File: src/toc_pkg.sv
package toc_pkg;
    // Timebase
    localparam int CLK_HZ = 200_000_000;
    localparam int HZ_PER_MHZ = 1_000_000;
    localparam logic [7:0] US_CYCLES = 8'(CLK_HZ / HZ_PER_MHZ);

    // Widths
    localparam int NUM_LINES = 4;
    localparam int NUM_PATHS = 2;
    localparam int ADDR_W = 8;
    localparam int MW_W = 7;
    localparam int DL_W = 24;
    localparam int STRETCH_W = 15;
    localparam int CTRL_W = 5;
    localparam int IRQ_W = 4;

    // Limits in microseconds
    localparam logic [MW_W-1:0] MIN_WIDTH_MAX_US = 7'h64;
    localparam logic [DL_W-1:0] DELAY_MAX_US = 24'h989680;

    // Register byte offsets
    localparam logic [ADDR_W-1:0] OFF_CTRL = 8'h00;
    localparam logic [ADDR_W-1:0] OFF_LINE_SEL = 8'h04;
    localparam logic [ADDR_W-1:0] OFF_MIN_WIDTH = 8'h08;
    localparam logic [ADDR_W-1:0] OFF_TRIG_DELAY = 8'h0c;
    localparam logic [ADDR_W-1:0] OFF_STAT_SEL = 8'h10;
    localparam logic [ADDR_W-1:0] OFF_ACQ_STATUS = 8'h14;
    localparam logic [ADDR_W-1:0] OFF_SW_TRIG = 8'h18;
    localparam logic [ADDR_W-1:0] OFF_IRQ_STATUS = 8'h1c;
    localparam logic [ADDR_W-1:0] OFF_IRQ_MASK = 8'h20;

    // Control field positions
    localparam int CTRL_LEGACY = 0;
    localparam int CTRL_ACQ_ON = 1;
    localparam int CTRL_ACQ_SW = 2;
    localparam int CTRL_FRM_ON = 3;
    localparam int CTRL_FRM_SW = 4;

    // Path indices, also software trigger and interrupt bit positions
    localparam int PATH_ACQ = 0;
    localparam int PATH_FRM = 1;
    localparam int IRQ_ACQ_FIRE = 0;
    localparam int IRQ_FRM_FIRE = 1;
    localparam int IRQ_ACQ_OVR = 2;
    localparam int IRQ_FRM_OVR = 3;

    // Status selector values
    localparam logic [1:0] STAT_SEL_NONE = 2'h0;
    localparam logic [1:0] STAT_SEL_FRAME_WAIT = 2'h1;

    // Reset values
    localparam logic [CTRL_W-1:0] CTRL_RST = 5'h00;
    localparam logic [MW_W-1:0] MIN_WIDTH_RST = 7'h00;
    localparam logic [DL_W-1:0] DELAY_RST = 24'h000000;
    localparam logic [IRQ_W-1:0] IRQ_MASK_RST = 4'h0;

    typedef enum logic {
        TOC_TRG_IDLE = 1'b0,
        TOC_TRG_WAIT = 1'b1
    } toc_trg_e;
endpackage

File: src/toc_top.sv
`timescale 1ns/1ps
// Operation
// - Pulse shorter than line minimum is stretched to exactly the minimum.
// - Pulse at or above the minimum passes with its width unchanged.
// - Minimum width is set in microseconds, range 0 to 100.
// - Four independent minimum widths; line selector picks the one written.
// - Programmable microsecond delay between hardware trigger and its effect.
// - Trigger delay accepts 0 to 10000000 microseconds.
// - Delay of zero adds no delay to the hardware trigger.
// - Standard mode delays both acquisition start and frame start triggers.
// - No frame delay when frame triggering is off or software sourced.
// - No acquisition delay when acquisition triggering is off or software.
// - Legacy mode delays only acquisition start, never frame start.
// - Standard mode: ready flag true when a frame trigger is accepted.
// - Legacy mode: ready flag true when an acquisition trigger is accepted.
// - Select trigger-wait status before reading flag; same in both modes.
// - No status for the acquisition start command; readiness never from it.
module toc_top
    import toc_pkg::*;
(
    // Clock, reset, enable
    input wire logic ref_clk,
    input wire logic reset_n,
    input wire logic clkEn,
    // APB slave
    input wire logic psel,
    input wire logic penable,
    input wire logic pwrite,
    input wire logic [ADDR_W-1:0] paddr,
    input wire logic [31:0] pwdata,
    output logic [31:0] prdata,
    output logic pready,
    output logic pslverr,
    // Output lines
    input wire logic [NUM_LINES-1:0] pulseIn,
    output logic [NUM_LINES-1:0] outLine,
    // Trigger inputs
    input wire logic hwAcqTrigPin,
    input wire logic hwFrameTrigPin,
    input wire logic intAcqTrig,
    input wire logic intFrameTrig,
    // Effective triggers
    output logic acqStartFire,
    output logic frameStartFire,
    // Acquisition state
    input wire logic readyForAcq,
    input wire logic readyForFrame,
    // Interrupt
    output logic irq
);

    logic [CTRL_W-1:0] ctrl;
    logic [1:0] lineSel;
    logic [MW_W-1:0] minWidth [NUM_LINES];
    logic [DL_W-1:0] trigDelay;
    logic [1:0] statSel;
    logic acqReadyFlag;
    logic [IRQ_W-1:0] irqStat;
    logic [IRQ_W-1:0] irqMask;
    logic [IRQ_W-1:0] irqSet;
    logic [IRQ_W-1:0] next_irqStat;
    logic [31:0] rdMux;
    logic doAcc;
    logic doWr;
    logic [NUM_PATHS-1:0] swStrobe;
    logic [NUM_PATHS-1:0] hwPin;
    logic [NUM_PATHS-1:0] intTrig;
    logic [NUM_PATHS-1:0] trigOn;
    logic [NUM_PATHS-1:0] trigSw;
    logic [NUM_PATHS-1:0] trigFire;
    logic [NUM_PATHS-1:0] trigOvr;

    function automatic logic isMapped(input logic [ADDR_W-1:0] a);
        return a == OFF_CTRL || a == OFF_LINE_SEL || a == OFF_MIN_WIDTH ||
            a == OFF_TRIG_DELAY || a == OFF_STAT_SEL ||
            a == OFF_ACQ_STATUS || a == OFF_SW_TRIG ||
            a == OFF_IRQ_STATUS || a == OFF_IRQ_MASK;
    endfunction

    function automatic logic [MW_W-1:0] clampWidth(input logic [31:0] v);
        if (v > 32'(MIN_WIDTH_MAX_US)) begin
            return MIN_WIDTH_MAX_US;
        end
        return v[MW_W-1:0];
    endfunction

    function automatic logic [DL_W-1:0] clampDelay(input logic [31:0] v);
        if (v > 32'(DELAY_MAX_US)) begin
            return DELAY_MAX_US;
        end
        return v[DL_W-1:0];
    endfunction

    // Cycles beyond the first that a stretched pulse must stay high
    function automatic logic [STRETCH_W-1:0] stretchLen(
        input logic [MW_W-1:0] w
    );
        if (w == '0) begin
            return '0;
        end
        return STRETCH_W'(STRETCH_W'(w) * STRETCH_W'(US_CYCLES) - 1'b1);
    endfunction

    // APB: one wait state, answer registered
    assign doAcc = psel & penable & pready;
    assign doWr = doAcc & pwrite;

    always_ff @(posedge ref_clk or negedge reset_n) begin
        if (!reset_n) begin
            pready <= 1'b0;
            prdata <= '0;
            pslverr <= 1'b0;
        end else if (clkEn) begin
            pready <= psel & penable & ~pready;
            // Error flag stands only in the cycle that pready does
            pslverr <= psel & penable & ~pready & ~isMapped(paddr);
            if (psel & penable & ~pready) begin
                prdata <= pwrite ? 32'h00000000 : rdMux;
            end
        end
    end

    always_comb begin
        rdMux = '0;
        if (paddr == OFF_CTRL) begin
            rdMux = 32'(ctrl);
        end else if (paddr == OFF_LINE_SEL) begin
            rdMux = 32'(lineSel);
        end else if (paddr == OFF_MIN_WIDTH) begin
            rdMux = 32'(minWidth[lineSel]);
        end else if (paddr == OFF_TRIG_DELAY) begin
            rdMux = 32'(trigDelay);
        end else if (paddr == OFF_STAT_SEL) begin
            rdMux = 32'(statSel);
        end else if (paddr == OFF_ACQ_STATUS) begin
            rdMux = 32'(acqReadyFlag);
        end else if (paddr == OFF_IRQ_STATUS) begin
            rdMux = 32'(irqStat);
        end else if (paddr == OFF_IRQ_MASK) begin
            rdMux = 32'(irqMask);
        end
    end

    // Configuration registers
    always_ff @(posedge ref_clk or negedge reset_n) begin
        if (!reset_n) begin
            ctrl <= CTRL_RST;
            lineSel <= 2'h0;
            statSel <= STAT_SEL_NONE;
            irqMask <= IRQ_MASK_RST;
        end else if (clkEn && doWr) begin
            if (paddr == OFF_CTRL) begin
                ctrl <= pwdata[CTRL_W-1:0];
            end else if (paddr == OFF_LINE_SEL) begin
                lineSel <= pwdata[1:0];
            end else if (paddr == OFF_STAT_SEL) begin
                statSel <= pwdata[1:0];
            end else if (paddr == OFF_IRQ_MASK) begin
                irqMask <= pwdata[IRQ_W-1:0];
            end
        end
    end

    always_ff @(posedge ref_clk or negedge reset_n) begin
        if (!reset_n) begin
            trigDelay <= DELAY_RST;
        end else if (clkEn && doWr && paddr == OFF_TRIG_DELAY) begin
            trigDelay <= clampDelay(pwdata);
        end
    end

    // Ready flag only answers under the trigger-wait selection
    always_ff @(posedge ref_clk or negedge reset_n) begin
        if (!reset_n) begin
            acqReadyFlag <= 1'b0;
        end else if (clkEn) begin
            // Fed only by trigger acceptance, never by start commands
            acqReadyFlag <= (statSel == STAT_SEL_FRAME_WAIT) &&
                (ctrl[CTRL_LEGACY] ? readyForAcq
                                   : readyForFrame);
        end
    end

    // Interrupt status, set wins over write-one-to-clear
    assign irqSet[IRQ_ACQ_FIRE] = trigFire[PATH_ACQ];
    assign irqSet[IRQ_FRM_FIRE] = trigFire[PATH_FRM];
    assign irqSet[IRQ_ACQ_OVR] = trigOvr[PATH_ACQ];
    assign irqSet[IRQ_FRM_OVR] = trigOvr[PATH_FRM];

    always_comb begin
        next_irqStat = irqStat;
        if (doWr && paddr == OFF_IRQ_STATUS) begin
            next_irqStat = irqStat & ~pwdata[IRQ_W-1:0];
        end
        next_irqStat = next_irqStat | irqSet;
    end

    always_ff @(posedge ref_clk or negedge reset_n) begin
        if (!reset_n) begin
            irqStat <= '0;
            irq <= 1'b0;
        end else if (clkEn) begin
            irqStat <= next_irqStat;
            irq <= |(irqStat & irqMask);
        end
    end

    // Minimum pulse width, one stretcher per output line
    genvar gl;
    generate
        for (gl = 0; gl < NUM_LINES; gl++) begin : g_line
            logic prevIn;
            logic [STRETCH_W-1:0] remain;

            always_ff @(posedge ref_clk or negedge reset_n) begin
                if (!reset_n) begin
                    minWidth[gl] <= MIN_WIDTH_RST;
                end else if (clkEn && doWr && paddr == OFF_MIN_WIDTH &&
                             lineSel == 2'(gl)) begin
                    minWidth[gl] <= clampWidth(pwdata);
                end
            end

            always_ff @(posedge ref_clk or negedge reset_n) begin
                if (!reset_n) begin
                    prevIn <= 1'b0;
                    remain <= '0;
                    outLine[gl] <= 1'b0;
                end else if (clkEn) begin
                    prevIn <= pulseIn[gl];
                    if (pulseIn[gl] && !prevIn) begin
                        // Own per-line counter
                        remain <= stretchLen(minWidth[gl]);
                        outLine[gl] <= 1'b1;
                    end else begin
                        if (remain != '0) begin
                            remain <= remain - 1'b1;
                        end
                        // Long pulses follow the input unchanged
                        outLine[gl] <= pulseIn[gl] | (remain != '0);
                    end
                end
            end
        end
    endgenerate

    // Trigger sources per path
    assign hwPin = {hwFrameTrigPin, hwAcqTrigPin};
    assign intTrig = {intFrameTrig, intAcqTrig};
    assign trigOn = {ctrl[CTRL_FRM_ON], ctrl[CTRL_ACQ_ON]};
    assign trigSw = {ctrl[CTRL_FRM_SW], ctrl[CTRL_ACQ_SW]};
    assign swStrobe = (doWr && paddr == OFF_SW_TRIG) ?
        pwdata[NUM_PATHS-1:0] : '0;
    assign acqStartFire = trigFire[PATH_ACQ];
    assign frameStartFire = trigFire[PATH_FRM];

    // Trigger delay, one counter pair per path
    genvar gp;
    generate
        for (gp = 0; gp < NUM_PATHS; gp++) begin : g_path
            logic [2:0] sync;
            logic pinLevel;
            logic hwRise;
            logic applyDelay;
            logic trigEvt;
            logic [DL_W-1:0] usCnt;
            logic [7:0] subCnt;
            toc_trg_e state;

            always_ff @(posedge ref_clk or negedge reset_n) begin
                if (!reset_n) begin
                    sync <= 3'h0;
                    pinLevel <= 1'b0;
                end else if (clkEn) begin
                    sync <= {sync[1:0], hwPin[gp]};
                    if (sync[1] == sync[2]) begin
                        pinLevel <= sync[2];
                    end
                end
            end

            assign hwRise = (sync[1] == sync[2]) && sync[2] && !pinLevel;

            // Only a hardware-sourced trigger is delayed
            // Frame path is exempt in legacy mode
            assign applyDelay = trigOn[gp] && !trigSw[gp] &&
                (gp == PATH_ACQ || !ctrl[CTRL_LEGACY]);

            assign trigEvt = trigOn[gp] ?
                (trigSw[gp] ? swStrobe[gp] : hwRise) : intTrig[gp];

            always_ff @(posedge ref_clk or negedge reset_n) begin
                if (!reset_n) begin
                    state <= TOC_TRG_IDLE;
                    usCnt <= '0;
                    subCnt <= '0;
                    trigFire[gp] <= 1'b0;
                    trigOvr[gp] <= 1'b0;
                end else if (clkEn) begin
                    trigFire[gp] <= 1'b0;
                    trigOvr[gp] <= 1'b0;
                    case (state)
                        TOC_TRG_IDLE: begin
                            if (trigEvt) begin
                                if (applyDelay && trigDelay != '0) begin
                                    state <= TOC_TRG_WAIT;
                                    usCnt <= trigDelay - 1'b1;
                                    subCnt <= US_CYCLES - 1'b1;
                                end else begin
                                    trigFire[gp] <= 1'b1;
                                end
                            end
                        end
                        TOC_TRG_WAIT: begin
                            // A second trigger while waiting is dropped
                            trigOvr[gp] <= trigEvt;
                            if (subCnt != 8'h00) begin
                                subCnt <= subCnt - 1'b1;
                            end else if (usCnt == '0) begin
                                trigFire[gp] <= 1'b1;
                                state <= TOC_TRG_IDLE;
                            end else begin
                                usCnt <= usCnt - 1'b1;
                                subCnt <= US_CYCLES - 1'b1;
                            end
                        end
                        default: begin
                            state <= TOC_TRG_IDLE;
                        end
                    endcase
                end
            end
        end
    endgenerate

endmodule
File: config.mk
export PLATFORM = sky130hd
export DESIGN_NAME = toc_top
export DESIGN_NICKNAME = d
export VERILOG_FILES = /design/src/toc_pkg.sv /design/src/toc_top.sv
export SDC_FILE = /design/constraint.sdc
export NUM_CORES = 1
export LEC_CHECK = 0
export ABC_AREA = 1
export BUFFER_PORTS_ARGS = -buffer_cell sky130_fd_sc_hd__buf_2
export CORE_MARGIN = 2
export CORE_UTILIZATION = 59
export DETAILED_ROUTE_END_ITERATION = 7
export MAX_ROUTING_LAYER = met4
export PLACE_DENSITY = 0.77
export SLEW_MARGIN = 20
export SYNTH_ARGS = -nofsm -noshare
export SYNTH_HDL_FRONTEND = slang
export SYNTH_SLANG_ARGS = --single-unit
File: constraint.sdc
create_clock -name ref_clk -period 5.6 [get_ports ref_clk]
set_input_delay 0.28 -clock ref_clk [delete_from_list [all_inputs] [get_ports ref_clk]]
set_output_delay 0.28 -clock ref_clk [all_outputs]
set_load 0.05 [all_outputs]
# --- After elaboration in Yosys (flattened, before gate mapping) ---
# Index checks and enable logic that the tools add are counted.
word_totals:
  ff_bits: 251
  mem_bits_rw: 0
  inputBits: 56
  romBits: 0
  latch_bits: 0
  n_memories: 0
op_classes:
  multipliers: 4
  magnitude_cmp: 3
  eq_ne: 24
  add_sub_neg: 13
  bitwise_logic: 21
  div: 0
  mux: 107
  reduce_logical: 75
  shift: 0
ops:
  columns: ["cell", "count"]
  rows:
  - ["$mux W15", 16]
  - ["$mux W24", 10]
  - ["$mux W32", 5]
  - ["$sub A15 B1 Y15 const B", 8]
  - ["$pmux W24 S2", 2]
  - ["$sub A24 B1 Y24 const B", 3]
  - ["$mux W8", 8]
  - ["$reduce_bool A15 Y1", 4]
  - ["$mux W7", 7]
  - ["$logic_not A24 Y1", 2]
  - ["$mul A7 B5 Y12 const B", 4]
  - ["$mux W1", 46]
  - ["$eq A8 B5 Y1 const B", 4]
  - ["$gt A32 B24 Y1 const B", 1]
  - ["$gt A32 B7 Y1 const B", 1]
  - ["$pmux W8 S2", 2]
  - ["$logic_not A7 Y1", 4]
  - ["$reduce_bool A24 Y1", 1]
  - ["$logic_and A1 B1 Y1", 23]
  - ["$mux W4", 5]
  - ["$eq A8 B4 Y1 const B", 2]
  - ["$ne A2 B2 Y1 const B", 8]
  - ["$reduce_and A2 Y1", 8]
  - ["$reduce_bool A8 Y1", 2]
  - ["27 further kinds", 71]

# --- Longest topological paths before layout ---
depth:
  depth_word: 11
  mapped_depth: 18
  mapped_depth_nobuf: 18

# --- Worst setup path before layout ---
# OpenSTA, ideal clock, no wires.
synth_path:
  kind: "reg2reg"
  from: "register minWidth[9] (netlist bit)"
  to: "register g_line[2].remain[14]"
  t_required_ns: 5.478
  setup_time_ns: 0.122
  arrival_ns: 2.849
  period_less_slack_ns: 2.971
  path_stages_with_launch: 14
  setup_slack_ns: 2.629
  path_cell_list: "dfrtp_1 inv_1 ha_1 ha_1 fa_1 ha_1 xor2_1 nand3_1 nor2_1 nand3_1 nor2_1 nand3_1 nand3_1 nand2_1"
synth_via:
  elab_chain_cells: 6
  word_cells_on_any_way: 8
synth_rtl:
  columns: ["element", "line_no", "source"]
  rows:
  - ["start, declared", "toc_top.sv:54", "logic [MW_W-1:0] minWidth [NUM_LINES];"]
  - ["start signal, assigned by index", "toc_top.sv:220", "minWidth[gl] <= clampWidth(pwdata);"]
  - ["branches (longest 4 deep; another with $sub A15 B1 Y15)", null, null]
  - ["$mux W15 *", "toc_top.sv:101", "return STRETCH_W'(STRETCH_W'(w) * STRETCH_W'(US_CYCLES) - 1'b1);"]
  - ["$mux W15 *", "toc_top.sv:231", "if (pulseIn[gl] && !prevIn) begin"]
  - ["end signal, assigned", "toc_top.sv:233", "remain <= stretchLen(minWidth[gl]);"]
  - ["end signal, assigned", "toc_top.sv:237", "remain <= remain - 1'b1;"]
  - ["end, declared", "toc_top.sv:213", "logic [STRETCH_W-1:0] remain;"]
# Every way passes the cells marked *. The select of a mux whose other input is x is not followed.
# A chain may end at the register's enable or synchronous reset.

# --- Worst setup path after layout ---
layout_path:
  from: "register minWidth[2] (netlist bit)"
  to: "register g_line[3].remain[14]"
layout_via:
  elab_chain_cells: 6
  word_cells_on_any_way: 8
layout_rtl:
  columns: ["element", "line_no"]
  rows:
  - ["branches (longest 4 deep; another with $sub A15 B1 Y15)", null]
  - ["$mux W15 *", "toc_top.sv:101"]
  - ["$mux W15 *", "toc_top.sv:231"]
  - ["end signal, assigned", "toc_top.sv:233"]
  - ["end signal, assigned", "toc_top.sv:237"]
  - ["end, declared", "toc_top.sv:213"]
# Marks and branches as above.

==> results.ini <==
[synth]
ys_seq_elements=243
netlist_top_cells_area=sky130_fd_sc_hd__dfrtp_1, sky130_fd_sc_hd__nand2_1, sky130_fd_sc_hd__ha_1, sky130_fd_sc_hd__inv_1, sky130_fd_sc_hd__nand3_1
synth_ff_type=sky130_fd_sc_hd__dfrtp_1
synth.top_cells.by_count=sky130_fd_sc_hd__nand2_1, sky130_fd_sc_hd__inv_1, sky130_fd_sc_hd__nor2_1
synth.yosys.warnings=0
synth_most_common_cell=sky130_fd_sc_hd__nand2_1
synth-seq-area-share_pct=33.1
yosys.cell_types.count=58
post-synth-top-area-fraction_pct=33.1
yosysTopAreaCell=sky130_fd_sc_hd__dfrtp_1
syn-instance-count=2599
synth_edf_count=0
syn_area_per_cell_um2=7.07
synthesis.area_um2=18400
ys_async_sr_fraction_pct=100

[sta]
fin_hold_ws_ns=0.0225
final-max-slew-violation-count=0
max_freq_mhz=305
transition_time_of_the_tightest_slew_check_pin_ns=1.15
final.setup_skew_ns=0.0259
finalCritPeriodShare_pct=58.6
setup_viol=0
grt_setup_unrepaired=false
finalHoldViolCount=0
slew_headroom_pct=23.1
period_needed_ns=3.28
setup_total_negative_slack_ns=0

[flow_run]
max_cap_violations=0

[power_and_ir_drop]
report.power.total_mw=5.59
p_per_area_nw_per_um2=276
vdd.ir_drop.worst_v=0.000248
p_leak_nw=10.3

[layout]
antennaDiodeCount=0
stdcell_area_um2=20300
layout.nets=2886
final_layout_size_suffix_gt1_share_pct=8.28
area_delta_synth_final_pct=10.3

[drt]
detail_route.wl_per_cell_um=16.0
maxUsedRoutingLayer=met4
vias_per_cell=5.68
met2WireLength_um=22200
postRouteAntennaNets=0
drt_iter0_drc=1468
finalWirelength_um=49600
route.layer.met1.wl_um=22100
routed-via-count=17604
drt_drc_violations_left=0
met3RoutedLength_um=3480
drt_first_pass_iters=6

[worst_setup_path]
ff2ff_path_depth=16
cpMostUsedCell=sky130_fd_sc_hd__nand2_1
crit_arrival_ns=3.73
cp_slowest_stage_delay_ns=0.46
slowest_stage=sky130_fd_sc_hd__fa_1
destination_of_the_worst_register_to_register_timing_path=g_line[3].remain[14]$_DFFE_PN0P_
startpoint_type=register
worstPathMaxFanout=6
timing.rr.start=minWidth[2]$_DFFE_PN0P_
worstPathCellList=inv_1 -> ha_1 -> ha_1 -> fa_1 -> ha_1 -> nand2_1 -> nand2_1 -> inv_1 -> nand2_1 -> nand2_1 -> nand2_1 -> nand3_1 -> nor2_1 -> nand3_1 -> nand3_1 -> nand2_1
critical_path.endpoint_type=register
timing.reg2reg.setup_slack_ns=2.32
worst-endpoint-required_ns=6.04
path_type_of_the_worst_setup_path=reg -> reg

[floorplanning]
die_y_um=181
placement_rows=64
area_of_the_die_um2=32600
die_width_um=181
ioPinCount=97
initial_standard_cell_utilization_of_the_core_pct=59.9
design.core.area_um2=30700

[global_routing]
grt_antenna_before_repair=0
globalRoute.totalOverflow=0
via_count_of_the_first_global_routing_pass=16907
grt.total_usage_pct=31.0
grt_max_degree=155
first_pass_grt_wire_length_um=82100

[hold_path]
timing.hold.worst_path_depth=3
timing.hold.worst.class=in -> reg
min-delay-start=pwdata[5]
worstHoldEndpoint=trigDelay[5]$_DFFE_PN0P_

[status]
status=complete, no violations

[clock_network]
tritoncts=yes
post_cts.resized_instances=0
cts.sinks=243
clkLatencyLatePin_ns=0.58
cts-htree-levels=1
cts_made_buffers=30
clockRootBuffer=sky130_fd_sc_hd__clkbuf_16
cts_buffer_depth=3
cts.reportedPaths.clkPinSlew_ns=0.06

[placement]
detailedPlacementHpwl_um=36200
gp_weighted_congestion=0.949
port_buffers=88
post_dp_cell_area_um2=19000

==> through the flow <==
stage | utilization [%] | std cells | setup slack (ns)
after floorplan | - | 2606 | 2.63
after global placement | 62.0 | 3026 | 2.47
final | 66.1 | 3101 | 2.32
after CTS | 66.1 | 3101 | 2.33
after global routing | 66.1 | 3101 | 2.03
after detailed placement | 62.0 | 3026 | 2.37
==> logic make-up after synthesis <==
kind of cell | synth area share [%]
compound gates | 10.8
buf+inv | 8.81
other cells | 0.0204
mux | 0.163
xor+xnor | 5.00
flops | 33.1
fa+ha+maj | 10.4
simple gates | 31.7
==> timing repair <==
item	4_1_cts	5_1_grt
endpoints found under the hold margin	112	0
hold buffers	20	0
buffers inserted	0	0
==> cell usage in the layout, fill, tap and decap left out, types with 58 or more instances in the layout <==
cell	instances
sky130_fd_sc_hd__xor2_1	81
sky130_fd_sc_hd__ha_1	140
sky130_fd_sc_hd__nand3_1	204
sky130_fd_sc_hd__dfrtp_1	243
sky130_fd_sc_hd__nor2_1	264
sky130_fd_sc_hd__nand4_1	58
sky130_fd_sc_hd__inv_1	311
sky130_fd_sc_hd__nand2_1	706
sky130_fd_sc_hd__o21ai_0	204
sky130_fd_sc_hd__buf_2	87
==> layout make-up <==
class	count	area, um^2
Clock inverter	16	216
Sequential cell	243	6080
Timing Repair Buffer	112	693
Clock buffer	39	845
Multi-Input combinational cell	1966	10700
Fill cell	2671	10400
Inverter	329	1230
Tap cell	396	495
==> worst max path at each step <==
stage	start	endpoint	slack, ns	cells after the start
global route	minWidth[2]$_DFFE_PN0P_	g_line[3].remain[14]$_DFFE_PN0P_	2.03	13
detailed placement	minWidth[16]$_DFFE_PN0P_	g_line[1].remain[13]$_DFFE_PN0P_	2.37	17
floorplan	minWidth[9]$_DFFE_PN0P_	g_line[2].remain[14]$_DFFE_PN0P_	2.63	13
finish	minWidth[2]$_DFFE_PN0P_	g_line[3].remain[14]$_DFFE_PN0P_	2.32	16
CTS	minWidth[16]$_DFFE_PN0P_	g_line[1].remain[13]$_DFFE_PN0P_	2.33	17
global placement	minWidth[9]$_DFFE_PN0P_	g_line[2].remain[14]$_DFFE_PN0P_	2.47	13
==> report_power, final <==
part | switching, mW | total, mW | internal, mW | leakage, nW
combinational | 0.836 | 1.27 | 0.437 | 6.78
sequential | 0.247 | 2.25 | 2.00 | 2.96
clock | 0.823 | 2.07 | 1.25 | 0.523
total | 1.91 | 5.59 | 3.69 | 10.3
==> sequential cells by signal, indices dropped and copies added, names as in the netlist, 4 cells and up <==
register,count
ctrl,5
g_line.prevIn,4
g_line.remain,60
g_path.subCnt,16
g_path.sync,6
g_path.usCnt,48
irqMask,4
irqStat,4
minWidth,28
outLine,4
prdata,24
trigDelay,24
==> worst max-delay path: cells and delay by family (launching register included) <==
| kind | cells | cell delay, ns |
|---|---|---|
| and+or+nand+nor | 10 | 1.00 |
| buffers and inverters | 2 | 0.22 |
| adders and majority gates | 4 | 1.51 |
| DFF | 1 | 0.44 |
==> metal layers <==
metal	up-vias	GRT usage, %
li1	8594	-
met1	8259	41.8
met2	634	48.4
met3	117	4.41
met4	0	9.94
met5	-	-
No activity file was read; power rests on OpenSTA's default activity.
